[src/design/wa_pkg.sv]
// Operation
// - Double-width manual: first pattern after reset locks regardless.
// - Double-width manual: later patterns never move boundary unrequested.
// - Double-width manual lock holds until reset or a new align request.
// - Pattern-detect is high, one cycle late, for every cycle a pattern is found anywhere.
// - Single-width manual: request with pattern found gives lock next cycle.
// - Bit-slip: each slip request rising edge moves boundary by one bit.
// - Bit-slip: data-width slips return the boundary to its start.
// - Each slipped bit drops the earliest received bit.
// - Software slip bit rising edge slips one bit like the slip pin, one cycle sooner.
// - Auto mode has programmable gain, lose and error-decrement counts.
// - Auto mode hunts pattern, or complement with coding on; locks after gain count groups.
// - Auto mode drops lock after lose count errors without decrement.
// - Auto mode regains lock after another gain count of valid groups.
// - Deterministic mode drives clock-slip, then locks once aligned.
// - Deterministic mode realigns only on software align-enable rising edge.
// - Deterministic lock holds until reset or align-enable written to one.
// - Invalid group while locked raises decode-error; only auto mode's lose count drops lock.
// - With coding enabled the pattern matches in both disparities.
// - Outside bit-slip, an aligned word with the pattern in its low bits raises pattern-detect.
package wa_pkg;

  localparam int unsigned DATA_W = 20;
  localparam int unsigned SYM_W  = 10;
  localparam int unsigned HIST_W = 40;
  localparam int unsigned OFF_W  = 5;

  localparam logic [SYM_W-1:0] ALIGN_PATTERN = 10'h0fa;
  localparam logic [OFF_W-1:0] RESET_OFFSET  = 5'h00;
  localparam logic [OFF_W-1:0] SINGLE_W      = 5'h0a;
  localparam logic [OFF_W-1:0] DOUBLE_W      = 5'h14;

  localparam int unsigned CLK_PERIOD_NS  = 10;
  localparam int unsigned SLIP_SETTLE_NS = 40;
  localparam int unsigned SLIP_SETTLE_CYC =
    (SLIP_SETTLE_NS + CLK_PERIOD_NS - 1) / CLK_PERIOD_NS;
  localparam int unsigned SETTLE_W = 4;

  typedef enum logic [1:0] {
    MODE_MANUAL,
    MODE_BITSLIP,
    MODE_AUTO,
    MODE_DETLAT
  } wa_mode_t;

  typedef struct packed {
    wa_mode_t    mode;
    logic        double_width;
    logic        coding_en;
    logic [7:0]  gain_m1;
    logic [5:0]  lose_m1;
    logic [7:0]  good_m1;
  } wa_cfg_t;

  typedef struct packed {
    logic lock;
    logic pattern_detect;
    logic decode_error;
  } wa_status_t;

endpackage

[src/design/wa_edge_detect.sv]
`timescale 1ns/1ps
module wa_edge_detect #(
  parameter bit SYNC = 1'b1
) (
  // Clock and reset
  input  wire logic ref_clk,
  input  wire logic reset_n,
  // Level in, level and rising edge out
  input  wire logic level_in,
  output logic      level_out,
  output logic      rise
);

  logic meta;
  logic stable;
  logic last;

  // Pins pass two flops; same-clock inputs skip the first stage
  always_ff @(posedge ref_clk or negedge reset_n) begin
    if (!reset_n) begin
      meta   <= 1'b0;
      stable <= 1'b0;
      last   <= 1'b0;
    end else begin
      meta   <= level_in;
      stable <= SYNC ? meta : level_in;
      last   <= stable;
    end
  end

  assign level_out = stable;
  assign rise      = stable & ~last;

endmodule // wa_edge_detect

[src/design/wa_sync_fsm.sv]
`timescale 1ns/1ps
module wa_sync_fsm (
  // Clock and reset
  input  wire logic       ref_clk,
  input  wire logic       reset_n,
  // Events
  input  wire logic       enable,
  input  wire logic       restart,
  input  wire logic       group_valid,
  input  wire logic       code_err,
  // Programmed counts, each stored minus one
  input  wire logic [7:0] gain_m1,
  input  wire logic [5:0] lose_m1,
  input  wire logic [7:0] good_m1,
  // State
  output logic            locked
);

  logic [8:0] vcnt;
  logic [6:0] ecnt;
  logic [8:0] gcnt;

  always_ff @(posedge ref_clk or negedge reset_n) begin
    if (!reset_n) begin
      locked <= 1'b0;
      vcnt   <= 9'h000;
      ecnt   <= 7'h00;
      gcnt   <= 9'h000;
    end else if (!enable) begin
      locked <= 1'b0;
      vcnt   <= 9'h000;
      ecnt   <= 7'h00;
      gcnt   <= 9'h000;
    end else if (!locked) begin
      if (restart || code_err) begin
        vcnt <= 9'h000;
      end else if (group_valid) begin
        if (vcnt == {1'b0, gain_m1}) begin
          locked <= 1'b1;
          vcnt   <= 9'h000;
          ecnt   <= 7'h00;
          gcnt   <= 9'h000;
        end else begin
          vcnt <= vcnt + 9'h001;
        end
      end
    end else if (code_err) begin
      gcnt <= 9'h000;
      if (ecnt == {1'b0, lose_m1}) begin
        locked <= 1'b0;
        ecnt   <= 7'h00;
      end else begin
        ecnt <= ecnt + 7'h01;
      end
    end else if (ecnt != 7'h00) begin
      // Good groups only count while some error is outstanding
      if (gcnt == {1'b0, good_m1}) begin
        ecnt <= ecnt - 7'h01;
        gcnt <= 9'h000;
      end else begin
        gcnt <= gcnt + 9'h001;
      end
    end
  end

endmodule // wa_sync_fsm

[src/design/rx_word_boundary_aligner.sv]
`timescale 1ns/1ps
module rx_word_boundary_aligner (
  // Clock and reset
  input  wire logic                       ref_clk,
  input  wire logic                       reset_n,
  // Configuration
  input  wire wa_pkg::wa_cfg_t            cfg,
  // Deserialized words
  input  wire logic [wa_pkg::DATA_W-1:0]  data_in,
  input  wire logic                       code_error,
  // Controller pins
  input  wire logic                       align_request_input,
  input  wire logic                       slip_request,
  // Software control bits
  input  wire logic                       soft_align_enable,
  input  wire logic                       soft_slip,
  // Aligned output
  output logic [wa_pkg::DATA_W-1:0]       aligned_data,
  output wa_pkg::wa_status_t              status,
  // Deserializer clock-slip
  output logic                            clock_slip,
  output logic [wa_pkg::OFF_W-1:0]        slip_boundary
);

  typedef enum logic [1:0] {
    DL_SEARCH,
    DL_SLIP,
    DL_WAIT,
    DL_LOCKED
  } dl_state_t;

  // Pattern or, with coding on, its opposite disparity form
  function automatic logic pat_match(input logic [wa_pkg::SYM_W-1:0] sym,
                                     input logic coding);
    pat_match = (sym == wa_pkg::ALIGN_PATTERN) ||
                (coding && (sym == ~wa_pkg::ALIGN_PATTERN));
  endfunction

  function automatic logic [wa_pkg::OFF_W-1:0] wrap_inc(
    input logic [wa_pkg::OFF_W-1:0] off,
    input logic [wa_pkg::OFF_W-1:0] width);
    wrap_inc = (off == width - 5'h01) ? 5'h00 : off + 5'h01;
  endfunction

  logic [wa_pkg::DATA_W-1:0]  prev;
  logic [wa_pkg::OFF_W-1:0]   offset;
  logic [wa_pkg::OFF_W-1:0]   next_offset;
  logic                       first_pending;
  logic                       armed;
  logic                       manual_lock;
  logic                       next_manual_lock;
  logic                       detect;
  logic                       err_flag;
  dl_state_t                  dl_state;
  logic [wa_pkg::OFF_W-1:0]   remaining;
  logic [wa_pkg::SETTLE_W-1:0] settle;
  logic                       auto_locked;

  wire [wa_pkg::OFF_W-1:0]  width = cfg.double_width ? wa_pkg::DOUBLE_W
                                                    : wa_pkg::SINGLE_W;
  wire [wa_pkg::HIST_W-1:0] hist  = cfg.double_width ? {data_in, prev}
                                  : {20'h0_0000, data_in[9:0], prev[9:0]};
  wire [wa_pkg::HIST_W-1:0] shifted = hist >> offset;
  wire [wa_pkg::DATA_W-1:0] window_word = cfg.double_width
                                  ? shifted[wa_pkg::DATA_W-1:0]
                                  : {10'h000, shifted[9:0]};

  wire is_manual = cfg.mode == wa_pkg::MODE_MANUAL;
  wire is_slip   = cfg.mode == wa_pkg::MODE_BITSLIP;
  wire is_auto   = cfg.mode == wa_pkg::MODE_AUTO;
  wire is_detlat = cfg.mode == wa_pkg::MODE_DETLAT;

  // Edge sources: pins are synchronised, software bits are not
  logic align_level;
  logic align_rise;
  logic slip_pin_rise;
  logic soft_slip_rise;
  logic soft_align_rise;

  wa_edge_detect #(.SYNC(1'b1)) u_align_pin (
    .ref_clk   (ref_clk),
    .reset_n   (reset_n),
    .level_in  (align_request_input),
    .level_out (align_level),
    .rise      (align_rise)
  );

  wa_edge_detect #(.SYNC(1'b1)) u_slip_pin (
    .ref_clk   (ref_clk),
    .reset_n   (reset_n),
    .level_in  (slip_request),
    .level_out (),
    .rise      (slip_pin_rise)
  );

  wa_edge_detect #(.SYNC(1'b0)) u_soft_slip (
    .ref_clk   (ref_clk),
    .reset_n   (reset_n),
    .level_in  (soft_slip),
    .level_out (),
    .rise      (soft_slip_rise)
  );

  wa_edge_detect #(.SYNC(1'b0)) u_soft_align (
    .ref_clk   (ref_clk),
    .reset_n   (reset_n),
    .level_in  (soft_align_enable),
    .level_out (),
    .rise      (soft_align_rise)
  );

  // Lowest boundary at which the pattern starts in this window
  logic                     found_any;
  logic [wa_pkg::OFF_W-1:0] found_pos;

  always_comb begin
    found_any = 1'b0;
    found_pos = wa_pkg::RESET_OFFSET;
    for (int p = wa_pkg::DATA_W - 1; p >= 0; p--) begin
      if ((5'(p) < width) &&
          pat_match(hist[p +: wa_pkg::SYM_W], cfg.coding_en)) begin
        found_any = 1'b1;
        found_pos = 5'(p);
      end
    end
  end

  wire found_cur = pat_match(window_word[wa_pkg::SYM_W-1:0], cfg.coding_en);

  // Manual mode decisions
  wire man_double  = is_manual && cfg.double_width;
  wire man_single  = is_manual && !cfg.double_width;
  wire man_realign = man_double && (first_pending || armed) && found_any;
  wire man_s_align = man_single && align_level && found_any;

  // Bit-slip: pin or software rising edge
  wire slip_event = is_slip && (slip_pin_rise || soft_slip_rise);

  // Auto mode hunts while unlocked, so boundary may move then only
  wire auto_move = is_auto && !auto_locked && found_any &&
                   (found_pos != offset);

  always_comb begin
    next_offset = offset;
    if (man_realign || man_s_align) begin
      next_offset = found_pos;
    end else if (slip_event) begin
      next_offset = wrap_inc(offset, width);
    end else if (auto_move) begin
      next_offset = found_pos;
    end else if (is_detlat) begin
      // Alignment happens in the deserializer, not here
      next_offset = wa_pkg::RESET_OFFSET;
    end
  end

  always_comb begin
    next_manual_lock = manual_lock;
    if (man_single) begin
      next_manual_lock = man_s_align;
    end else if (man_double) begin
      if (align_rise) begin
        next_manual_lock = 1'b0;
      end else if (man_realign) begin
        next_manual_lock = 1'b1;
      end
    end else begin
      next_manual_lock = 1'b0;
    end
  end

  always_ff @(posedge ref_clk or negedge reset_n) begin
    if (!reset_n) begin
      prev        <= 20'h0_0000;
      offset      <= wa_pkg::RESET_OFFSET;
      manual_lock <= 1'b0;
    end else begin
      prev        <= data_in;
      offset      <= next_offset;
      manual_lock <= next_manual_lock;
    end
  end

  // A request that lands with a realign stays armed: set beats clear
  always_ff @(posedge ref_clk or negedge reset_n) begin
    if (!reset_n) begin
      first_pending <= 1'b1;
      armed         <= 1'b0;
    end else begin
      if (man_realign) begin
        first_pending <= 1'b0;
      end
      if (align_rise) begin
        armed <= 1'b1;
      end else if (man_realign) begin
        armed <= 1'b0;
      end
    end
  end

  // Automatic synchronisation with hysteresis
  wa_sync_fsm u_sync (
    .ref_clk     (ref_clk),
    .reset_n     (reset_n),
    .enable      (is_auto),
    .restart     (auto_move),
    .group_valid (found_cur && !auto_move),
    .code_err    (code_error),
    .gain_m1     (cfg.gain_m1),
    .lose_m1     (cfg.lose_m1),
    .good_m1     (cfg.good_m1),
    .locked      (auto_locked)
  );

  // Deterministic-latency clock-slip sequencer
  always_ff @(posedge ref_clk or negedge reset_n) begin
    if (!reset_n) begin
      dl_state   <= DL_SEARCH;
      remaining  <= 5'h00;
      settle     <= 4'h0;
      clock_slip <= 1'b0;
    end else if (!is_detlat) begin
      dl_state   <= DL_SEARCH;
      remaining  <= 5'h00;
      settle     <= 4'h0;
      clock_slip <= 1'b0;
    end else begin
      clock_slip <= 1'b0;
      case (dl_state)
        DL_SEARCH: begin
          if (found_any && found_pos == 5'h00) begin
            dl_state <= DL_LOCKED;
          end else if (found_any) begin
            remaining <= found_pos;
            dl_state  <= DL_SLIP;
          end
        end
        DL_SLIP: begin
          clock_slip <= 1'b1;
          remaining  <= remaining - 5'h01;
          settle     <= 4'(wa_pkg::SLIP_SETTLE_CYC);
          dl_state   <= DL_WAIT;
        end
        DL_WAIT: begin
          // Let the slipped words reach the input before acting again
          if (settle != 4'h0) begin
            settle <= settle - 4'h1;
          end else if (remaining != 5'h00) begin
            dl_state <= DL_SLIP;
          end else begin
            dl_state <= DL_SEARCH;
          end
        end
        DL_LOCKED: begin
          if (soft_align_rise) begin
            dl_state <= DL_SEARCH;
          end
        end
        default: begin
          dl_state <= DL_SEARCH;
        end
      endcase
    end
  end

  wire lock_now = (is_manual && manual_lock) ||
                  (is_auto && auto_locked) ||
                  (is_detlat && dl_state == DL_LOCKED);

  // Decode error is reported; only the auto-mode lose count makes it cost the lock
  always_ff @(posedge ref_clk or negedge reset_n) begin
    if (!reset_n) begin
      detect       <= 1'b0;
      err_flag     <= 1'b0;
      aligned_data <= 20'h0_0000;
    end else begin
      detect       <= found_any;
      err_flag     <= lock_now && code_error;
      aligned_data <= window_word;
    end
  end

  // One driver for the whole status word
  assign status        = '{lock:           lock_now,
                           pattern_detect: detect,
                           decode_error:   err_flag};
  assign slip_boundary         = remaining;

endmodule // rx_word_boundary_aligner

[config.mk]
export PLATFORM = sky130hd
export DESIGN_NAME = rx_word_boundary_aligner
export DESIGN_NICKNAME = d
export VERILOG_FILES = /design/src/design/wa_pkg.sv /design/src/design/wa_edge_detect.sv /design/src/design/wa_sync_fsm.sv /design/src/design/rx_word_boundary_aligner.sv
export SDC_FILE = /design/constraint.sdc
export NUM_CORES = 1
export LEC_CHECK = 0
export BUFFER_PORTS_ARGS = -buffer_cell sky130_fd_sc_hd__buf_2
export CAP_MARGIN = 20
export CORE_MARGIN = 5
export CORE_UTILIZATION = 53
export DETAILED_ROUTE_END_ITERATION = 10
export PLACE_DENSITY = 0.72
export SETUP_SLACK_MARGIN = 0.5
export SKIP_LAST_GASP = 1
export SYNTH_ARGS = -nofsm -noshare
export SYNTH_HDL_FRONTEND = slang
export SYNTH_SLANG_ARGS = --single-unit
[constraint.sdc]
create_clock -name ref_clk -period 4.2 [get_ports ref_clk]
set_clock_uncertainty 0.1 [all_clocks]
set_input_delay 0.84 -clock ref_clk [delete_from_list [all_inputs] [get_ports ref_clk]]
set_output_delay 0.84 -clock ref_clk [all_outputs]
set_load 0.05 [all_outputs]
==> results of run 1 <==
per-stage QoR:
step                setup WS, ns  std cells
CTS                        0.394       1498
detailed placement        -0.363       1454
finish                     0.327       1507
global route               0.210       1507
floorplan                  0.247       1034
global placement          -0.334       1454
registers in the layout, indices dropped and copies added, names as in the netlist, 2 cells and up:
name / cells
aligned_data: 20
u_sync.gcnt: 9
prev: 20
slip_boundary: 5
dl_state: 2
settle: 4
u_sync.vcnt: 9
offset: 5
u_sync.ecnt: 7
metal layers:
metal	GRT usage, %	vias up	part of all wire (%)
met5	0	-	0.075
met4	13.4	4	4.6
met3	7.31	138	9.9
met2	53.7	659	47
met1	42.5	4861	38
li1	-	4457	-
critical path, delay by kind of cell:
family                 cells  cell delay [ns]
AOI/OAI and AO/OA          6             1.21
buffers and inverters      7             1.22
and+or+nand+nor            4             0.73
kinds of logic after synthesis:
| logic type | after synthesis | synth area share, % |
|---|---|---|
| simple gates | 431 | 27.0 |
| compound gates | 255 | 21.5 |
| buf+inv | 135 | 7.35 |
| flops | 98 | 26.9 |
| mux | 80 | 13.5 |
| xor+xnor | 27 | 2.59 |
| fa+ha+maj | 8 | 1.10 |
worst max-delay path by stage:
stage,start,endpoint,slack [ns],cells after the start
detailed placement,cfg[23],u_sync.vcnt[7],-0.36,14
CTS,data_in[6],u_sync.vcnt[7],0.39,15
global placement,cfg[23],u_sync.vcnt[7],-0.33,14
global route,cfg[23],offset[0],0.21,17
floorplan,cfg[23],u_sync.ecnt[5],0.25,15
finish,cfg[23],offset[0],0.33,17
area by class of cell:
type,count,area (um2),area share [%]
Clock buffer,11,233,1.87
Clock inverter,5,60.1,0.481
Inverter,43,168,1.34
Multi-Input combinational cell,802,6650,53.3
Sequential cell,98,2470,19.8
Tap cell,225,282,2.26
Timing Repair Buffer,323,2620,21.0
cell usage in the layout (no fill, tap or decap), types with 16 or more instances in the layout:
cell type,Yosys,routed
a31oi_1,19,18
mux4_2,32,32
buf_4,6,206
nand4_1,17,17
inv_1,40,37
dfrtp_1,97,89
nand3b_1,16,16
nor2b_1,20,20
o21ai_0,36,31
mux2i_1,31,29
nand2_1,82,78
nor3_1,38,29
nor2_1,65,61
buf_2,29,68
nand3_1,35,35
a21oi_1,25,24
buf_6,11,31
power by group:
part | switching [uW] | internal [uW] | leakage, uW | total (uW)
Combinational | 862 | 694 | 0.00378 | 1560
Clock | 378 | 466 | 0.000141 | 843
Sequential | 60.3 | 1010 | 0.00125 | 1070
Total | 1300 | 2170 | 0.00516 | 3470
timing repair:
item / in CTS / in global routing
endpoints found under the setup margin: 36 / 36
pin swaps: 53 / 14
gates resized for setup: 141 / 30
gates cloned: 5 / 1
buffers inserted: 23 / 8
endpoints found under the hold margin: 0 / 0
==> results.py, run 1 <==
metrics = {
    "placed_design": {
        "postPlaceCellArea_um2": 11000,
        "io_buffers": 81,
        "place_congestion": 1.05,
        "dp_hpwl_um": 23600,
    },
    "drt": {
        "vias_per_cell": 6.71,
        "postRouteAntennaNets": 0,
        "wl_per_cell_um": 22.1,
        "dr.pass1.iters": 6,
        "drt-initial-drc-count": 1318,
        "routed_wl_um": 33300,
        "vias": 10100,
        "drc": 0,
    },
    "worst_setup_path": {
        "reg2reg_from": "offset[0]",
        "crit_path_top_delay_cell": "or3_1",
        "r2r_cells": 15,
        "setup.worst_path.class": "input pin to flip-flop",
        "crit-reg2reg-capture": "u_sync.vcnt[7]",
        "slowest_delay_ns": 0.36,
        "cp.required_ns": 4.34,
        "end_kind": "flip-flop",
        "cp_max_fo": 6,
        "start_kind": "input pin",
        "ff2ff_setup_slack_ns": 0.38,
        "critPathArrivalTime_ns": 4.01,
        "critPathMostFrequentCell": "buf_4",
        "worstPathCellList": "buf_16 -> bufbuf_16 -> nand3b_1 -> a22o_1 -> a2111oi_4 -> buf_4 -> o41ai_2 -> buf_4 -> nor4b_2 -> a211oi_2 -> buf_4 -> o41ai_4 -> buf_6 -> o31ai_4 -> buf_4 -> nor3b_1 -> or3_1",
    },
    "logic_synthesis": {
        "ys_ff_latch": 98,
        "synth.distinct_cells": 105,
        "yosys-top-cells-count": "dfrtp_1, nand2_1, nor2_1, inv_1, nor3_1",
        "synthCells": 1034,
        "synth-edff-count": 0,
        "synth_area_per_cell_um2": 8.83,
        "yosys_warnings": 0,
        "async_reset_ff_share_pct": 100,
        "synth-seq-area-share_pct": 26.9,
        "synth.most_common_cell": "dfrtp_1",
        "yosysTopAreaCell": "dfrtp_1",
        "synth_top_flop_cell": "dfrtp_1",
        "postSynthNetCount": 1095,
        "synth_area_um2": 9130,
        "yosys.area.top_type_share_pct": 26.6,
        "ys_top_cells_by_area": "dfrtp_1, mux4_2, mux2i_1, nand2_1, nor2_1",
    },
    "hold_path": {
        "hp-class": "flip-flop to flip-flop",
        "min-delay-start": "u_slip_pin.meta",
        "worstHoldPathCells": 0,
        "hold-path-endpoint": "u_slip_pin.level_out",
    },
    "run_status": {
        "status": "complete, no violations",
    },
    "timing": {
        "rsz0062_at_grt": "yes",
        "relSlewSlack_pct": 55.9,
        "finalSetupViolCount": 0,
        "hold_viol_final": 0,
        "clock.fmax_mhz": 258,
        "tns_ns": 0,
        "drv_slew": 0,
        "period_minus_slack_ns": 3.87,
        "whs_ns": 0.253,
        "worst_pin_slew_ns": 0.662,
        "finalCritPeriodShare_pct": 92.2,
    },
    "die": {
        "fp.dieH_um": 141,
        "initial_utilization_pct": 53.3,
        "num_rows": 48,
        "die-area_um2": 20000,
        "die_x_um": 141,
        "ios": 82,
        "coreArea_um2": 17100,
    },
    "run": {
        "drv_cap": 0,
    },
    "clocking": {
        "cts_made_buffers": 9,
        "h-tree-depth": 3,
        "cts_root_buf": "clkbuf_16",
        "clk-insertion-delay-late_ns": 0.36,
        "cts.clk_slew.worst_paths_ns": 0.07,
        "cts_sinks": 98,
        "hold_buffers": 0,
        "clock_path_buffers": 2,
        "cts_tree": "done",
    },
    "final_layout": {
        "antenna_cells": 0,
        "layout-drive-gt1-share_pct": 40.2,
        "utilization_pct": 72.9,
        "fill_cells": 1236,
        "area_growth_pct": 36.6,
        "fin_nets": 1338,
        "final_area_um2": 12500,
    },
    "grt": {
        "grt_pass1_vias": 9962,
        "grt.overflow.total": 0,
        "grt.total_usage_pct": 32.9,
        "antenna_found_initial": 2,
        "grt_first_pass_wirelength_um": 52700,
        "grt_max_degree": 54,
    },
    "power_and_ir_drop": {
        "p_leak_uw": 0.00516,
        "finalPower_uw": 3470,
        "powerDensity_nw_per_um2": 278,
        "irDropWorstVdd_mv": 0.243,
    },
}
Power figures use the tool's default switching activity.
==> run 2, diff against run 1 <==
--- a/config.mk
+++ b/config.mk
@@ -10,7 +10,7 @@
 export CORE_MARGIN = 5
 export CORE_UTILIZATION = 53
 export DETAILED_ROUTE_END_ITERATION = 10
-export PLACE_DENSITY = 0.72
+export PLACE_DENSITY = 0.69
 export SETUP_SLACK_MARGIN = 0.5
 export SKIP_LAST_GASP = 1
 export SYNTH_ARGS = -nofsm -noshare
==> constraint.sdc (replaced) <==
create_clock -name ref_clk -period 4.2 [get_ports ref_clk]
set_clock_uncertainty 0.1 [all_clocks]
set_input_delay 0.42 -clock ref_clk [delete_from_list [all_inputs] [get_ports ref_clk]]
set_output_delay 0.42 -clock ref_clk [all_outputs]
set_load 0.05 [all_outputs]
==> run 2 against run 1 <==
Against the previous run:
- core utilization fell by 8.5 points
- sequential power barely moved
- first-iteration DRC count fell by 19%
- combinational power fell by 12%
- non-clock buffer count fell by 124
- cell count fell by 8.3%
- via count fell by 7.7%
- critical path type is now flip-flop to flip-flop
- largest cell class unchanged
- highest routed layer unchanged
==> results.py, run 2 (synthesis results as in run 1) <==
metrics = {
    "drt": {
        "drc": 0,
        "drt-initial-drc-count": 1064,
        "vias": 9341,
        "routed_wl_um": 31000,
        "wl_per_cell_um": 22.4,
        "dr.pass1.iters": 6,
        "vias_per_cell": 6.76,
        "postRouteAntennaNets": 0,
    },
    "run": {
        "drv_cap": 0,
    },
    "timing": {
        "worst_pin_slew_ns": 0.767,
        "drv_slew": 0,
        "relSlewSlack_pct": 48.2,
        "clock.fmax_mhz": 256,
        "finalCritPeriodShare_pct": 93.1,
        "rsz0062_at_grt": "yes",
        "period_minus_slack_ns": 3.91,
        "hold_viol_final": 0,
        "setup_ws_ns": 0.288,
        "finalSetupViolCount": 0,
    },
    "final_layout": {
        "top_regs": "aligned_data: 20 flops, prev: 20 flops",
        "area_growth_pct": 20.7,
        "final_area_um2": 11000,
        "antenna_cells": 0,
        "final_common_cell": "buf_4",
        "final_cell_mix": "buf_4, dfrtp_1, nand2_1, buf_2, nor2_1",
        "utilization_pct": 64.4,
        "fin_nets": 1213,
        "layout-drive-gt1-share_pct": 30.2,
    },
    "power_and_ir_drop": {
        "irDropWorstVdd_mv": 0.271,
        "p_seq_share_pct": 32.5,
        "switchingPower_uw": 1270,
        "power.share.switching_pct": 38.2,
        "internal_power_uw": 2050,
        "combPwrFrac_pct": 41.4,
        "power_frac_clock_pct": 26.1,
        "powerDensity_nw_per_um2": 301,
        "p_leak_uw": 0.00443,
    },
    "worst_setup_path": {
        "crit_path_top_delay_cell": "or4b_4",
        "cp_max_fo": 10,
        "critPathArrivalTime_ns": 4.08,
        "crit_buf_inv": 3,
        "start_kind": "flip-flop",
        "path_delay_family": "compound AO/OA/AOI/OAI gates",
        "worstPathCellList": "buf_12 -> buf_16 -> mux2_2 -> o22ai_1 -> o32ai_1 -> a211oi_1 -> or4b_4 -> nor4_4 -> a22oi_2 -> a2111o_1 -> nand2_4 -> buf_12 -> a31oi_1 -> a31oi_1",
        "setup.worst_path.class": "flip-flop to flip-flop",
        "cp.required_ns": 4.37,
        "end_kind": "flip-flop",
        "slowest_delay_ns": 0.56,
    },
    "clocking": {
        "clk-insertion-delay-late_ns": 0.36,
        "cts_tree": "done",
        "clock_path_buffers": 2,
        "cts_made_buffers": 9,
        "cts_sinks": 98,
        "cts.clk_slew.worst_paths_ns": 0.07,
        "h-tree-depth": 3,
        "cts_root_buf": "clkbuf_16",
    },
    "grt": {
        "grt_busiest_layer": "met2",
        "grt_util_met2_pct": 47.7,
        "grt.total_usage_pct": 30.4,
        "grt_first_pass_wirelength_um": 48400,
        "grt_pass1_vias": 8751,
        "antenna_found_initial": 1,
        "use_met3_pct": 6.71,
        "grt_max_degree": 78,
        "gr-usage-met1_pct": 41.0,
        "grt.overflow.total": 0,
    },
    "placed_design": {
        "dp_hpwl_um": 21800,
        "place_ws_ns": -0.0609,
        "place_congestion": 0.986,
        "io_buffers": 81,
        "postPlaceCellArea_um2": 9970,
    },
    "die": {
        "ios": 82,
        "die-area_um2": 20000,
        "initial_utilization_pct": 53.3,
        "coreArea_um2": 17100,
        "fp.dieH_um": 141,
        "num_rows": 48,
        "die_x_um": 141,
    },
    "run_status": {
        "status": "complete, no violations",
    },
    "hold_path": {
        "hp-class": "input pin to flip-flop",
    },
}
run 2: final timing paths:
| check | depth (start not counted) | from | end | slack [ns] |
|---|---|---|---|---|
| min | 1 | soft_align_enable | u_soft_align.level_out | 0.07 |
| max reg2reg | 14 | offset[0] | u_sync.gcnt[2] | 0.29 |
| min reg2reg | 0 | u_align_pin.meta | u_align_pin.level_out | 0.25 |
| max in group asynchronous | 4 | reset_n | u_align_pin.last | 2.69 |
| min in group asynchronous | 2 | reset_n | aligned_data[7] | 0.37 |
| max | 14 | offset[0] | u_sync.gcnt[2] | 0.29 |
run 2: power by group through the flow:
stage,logic [uW],clock network (uW),registers [uW]
global placement,1170,0,1090
detailed placement,1170,0,1090
finish,1370,867,1080
floorplan,716,0,1210
CTS,1280,878,1070
global route,1440,924,1080
run 2: cell type report:
type,instances,area (um2)
multi-input combinational,801,6330
inverter,43,161
clock inverter,5,61.3
tap,225,282
sequential,98,2470
timing repair buffer,199,1470
fill,1441,6090
clock buffer,11,243
run 2: what timing repair did:
action,in CTS,in global routing
setup endpoints to repair,35,33
gates cloned,1,0
setup buffers,26,10
hold buffers,0,1
resized for setup,56,29
endpoints found under the hold margin,0,17
pin swaps,31,9
run 2: stage by stage:
step	instances	power (uW)	setup TNS, ns	hold slack, ns
2_1_floorplan	1034	1930	0	0.0244
3_3_place_gp	1327	2260	-0.680	0.232
3_5_place_dp	1327	2260	-0.139	0.245
4_1_cts	1370	3230	0	0.0568
5_1_grt	1382	3450	0	0.0578
6_report	1382	3320	0	0.0667
run 2: metal layers:
metal / up-vias / part of all wire (%) / routed length [um]
met4: 2 / 3.8 / 1180
met5: - / 0.065 / 20
met1: 4489 / 40 / 12500
met2: 542 / 46 / 14300
met3: 110 / 9.7 / 3020
li1: 4198 / - / -
==> run 3, diff against run 2 <==
==> constraint.sdc (replaced) <==
create_clock -name ref_clk -period 3.7 [get_ports ref_clk]
set_clock_uncertainty 0.1 [all_clocks]
set_input_delay 0.37 -clock ref_clk [delete_from_list [all_inputs] [get_ports ref_clk]]
set_output_delay 0.37 -clock ref_clk [all_outputs]
set_load 0.05 [all_outputs]
==> run 3 against run 2 <==
Against the previous run:
- the flow now finishes with violations (negative setup slack)
- routed wire length rose by 8.7%
- hold slack got worse by 0.052 ns
- first-iteration DRC count rose by 16%
- flip-flop and latch count did not move
- fmax rose by 0.58%
- combinational power rose by 34%
- die area did not move
- largest cell class unchanged
==> results.py, run 3 (synthesis results as in run 1) <==
metrics = {
    "worst_setup_path": {
        "end_kind": "flip-flop",
        "setup.worst_path.class": "flip-flop to flip-flop",
        "critPathArrivalTime_ns": 4.05,
        "worstPathCellList": "buf_12 -> mux4_2 -> and2_4 -> mux4_2 -> a211oi_4 -> and4b_1 -> o2111a_1 -> a22oi_2 -> buf_4 -> a2111o_1 -> buf_6 -> nand2_8 -> a31oi_1 -> a31oi_1",
        "slowest_delay_ns": 0.55,
        "cp.required_ns": 3.86,
        "path_delay_family": "compound AO/OA/AOI/OAI gates",
        "cp_max_fo": 11,
        "crit_buf_inv": 3,
        "crit_path_top_delay_cell": "mux4_2",
        "start_kind": "flip-flop",
    },
    "die": {
        "initial_utilization_pct": 53.3,
        "ios": 82,
        "die_x_um": 141,
        "die-area_um2": 20000,
        "num_rows": 48,
        "coreArea_um2": 17100,
        "fp.dieH_um": 141,
    },
    "timing": {
        "finalCritPeriodShare_pct": 105,
        "drv_slew": 0,
        "period_minus_slack_ns": 3.89,
        "rsz0062_at_grt": "yes",
        "whs_ns": 0.0146,
        "relSlewSlack_pct": 59.5,
        "tns_ns": -2.37,
        "clock.fmax_mhz": 257,
        "setup_ws_ns": -0.190,
        "finalSetupViolCount": 26,
        "hold_viol_final": 0,
        "worst_pin_slew_ns": 0.607,
    },
    "final_layout": {
        "area_growth_pct": 35.5,
        "layout-drive-gt1-share_pct": 39.6,
        "final_common_cell": "buf_4",
        "fin_nets": 1385,
        "final_cell_mix": "buf_4, dfrtp_1, nand2_1",
        "fill_cells": 1326,
        "antenna_cells": 0,
        "top_regs": "aligned_data: 20 flops, prev: 20 flops",
        "final_area_um2": 12400,
        "final_cells": 1554,
    },
    "grt": {
        "grt_pass1_vias": 9940,
        "antenna_found_initial": 0,
        "grt.overflow.total": 0,
        "grt_first_pass_wirelength_um": 53100,
        "grt_max_degree": 47,
        "grt.total_usage_pct": 33.6,
    },
    "clocking": {
        "cts_sinks": 98,
        "clock_path_buffers": 2,
        "h-tree-depth": 3,
        "cts_made_buffers": 9,
        "cts_root_buf": "clkbuf_16",
        "clk-insertion-delay-late_ns": 0.36,
        "cts.clk_slew.worst_paths_ns": 0.08,
        "cts_tree": "done",
    },
    "power_and_ir_drop": {
        "power.share.switching_pct": 37.8,
        "internal_power_uw": 2510,
        "p_seq_share_pct": 29.5,
        "switchingPower_uw": 1520,
        "combPwrFrac_pct": 45.7,
        "power_frac_clock_pct": 24.8,
        "irDropWorstVdd_mv": 0.278,
        "p_leak_uw": 0.00524,
        "powerDensity_nw_per_um2": 326,
    },
    "drt": {
        "postRouteAntennaNets": 0,
        "vias_per_cell": 6.48,
        "dr.pass1.iters": 8,
        "routed_wl_um": 33700,
        "vias": 10100,
        "drt-initial-drc-count": 1236,
        "drc": 0,
        "wl_per_cell_um": 21.7,
    },
    "placed_design": {
        "place_ws_ns": -0.470,
        "place_congestion": 1.04,
        "postPlaceCellArea_um2": 11600,
        "post-place-cells": 1517,
        "io_buffers": 81,
        "dp_hpwl_um": 25700,
    },
    "run_status": {
        "status": "finished with violations",
        "violations": "negative setup slack",
    },
    "hold_path": {
        "hp-class": "input pin to flip-flop",
    },
    "run": {
        "drv_cap": 0,
    },
}
## run 3: cell types whose count changed in the layout (fill, tap and decap cells not counted), sizes merged
| cell | before | now |
|---|---|---|
| inv | 41 | 42 |
| clkbuf | 11 | 10 |
| buf | 198 | 369 |
| nand2 | 83 | 84 |
## run 3: area by class of cell
type                            instances  area [um2]  share of cell area [%]
Tap cell                              225         282                    2.27
Clock buffer                           10         229                    1.85
Clock inverter                          6        75.1                   0.607
Timing Repair Buffer                  370        2760                    22.3
Inverter                               43         161                    1.30
Multi-Input combinational cell        802        6410                    51.8
Sequential cell                        98        2460                    19.9
## run 3: worst paths after layout
path | from | end | slack, ns | depth (start not counted)
min in group asynchronous | reset_n | aligned_data[3] | 0.45 | 2
hold reg to reg | u_align_pin.meta | u_align_pin.level_out | 0.25 | 0
max in group asynchronous | reset_n | prev[14] | 2.19 | 3
hold / removal | soft_align_enable | u_soft_align.level_out | 0.01 | 1
setup / recovery | offset[0] | u_sync.gcnt[2] | -0.19 | 14
setup reg to reg | offset[0] | u_sync.gcnt[2] | -0.19 | 14
## run 3: worst reg2reg max path, cell delays in order, from the launching register on
cell and delay (ns):
dfrtp_2 0.38, buf_12 0.15, mux4_2 0.56, and2_4 0.19
mux4_2 0.51, a211oi_4 0.26, and4b_1 0.24, o2111a_1 0.23
a22oi_2 0.11, buf_4 0.17, a2111o_1 0.37, buf_6 0.15
nand2_8 0.08, a31oi_1 0.10, a31oi_1 0.20
## run 3: layer usage
metal	global-route usage, %	vias up	part of all wire (%)
met5	0	-	0
met4	13.1	0	3.9
met3	8.83	116	10
met2	54.1	591	46
met1	43.3	4801	39
li1	-	4565	-
## run 3: power by group through the flow
stage,Clock (uW),Sequential [uW],Combinational (uW)
after global placement,0,1220,1670
after detailed placement,0,1220,1670
final,1000,1190,1840
after CTS,1010,1190,1780
after floorplan,0,1380,836
after global routing,1060,1200,1940
## run 3: through the flow
| step | util, % | power [uW] |
|---|---|---|
| final | 72.3 | 4030 |
| after global routing | 72.3 | 4200 |
| after CTS | 71.7 | 3980 |
| after detailed placement | 67.7 | 2890 |
| after global placement | 67.7 | 2880 |
| after floorplan | - | 2210 |
## run 3: what timing repair did
item | CTS | global route
hold buffers | 1 | 0
pin swaps | 14 | 7
endpoints found under the setup margin | 37 | 37
resized for setup | 49 | 16
endpoints found under the hold margin | 43 | 0
buffers inserted | 16 | 3
cloned | 1 | 0
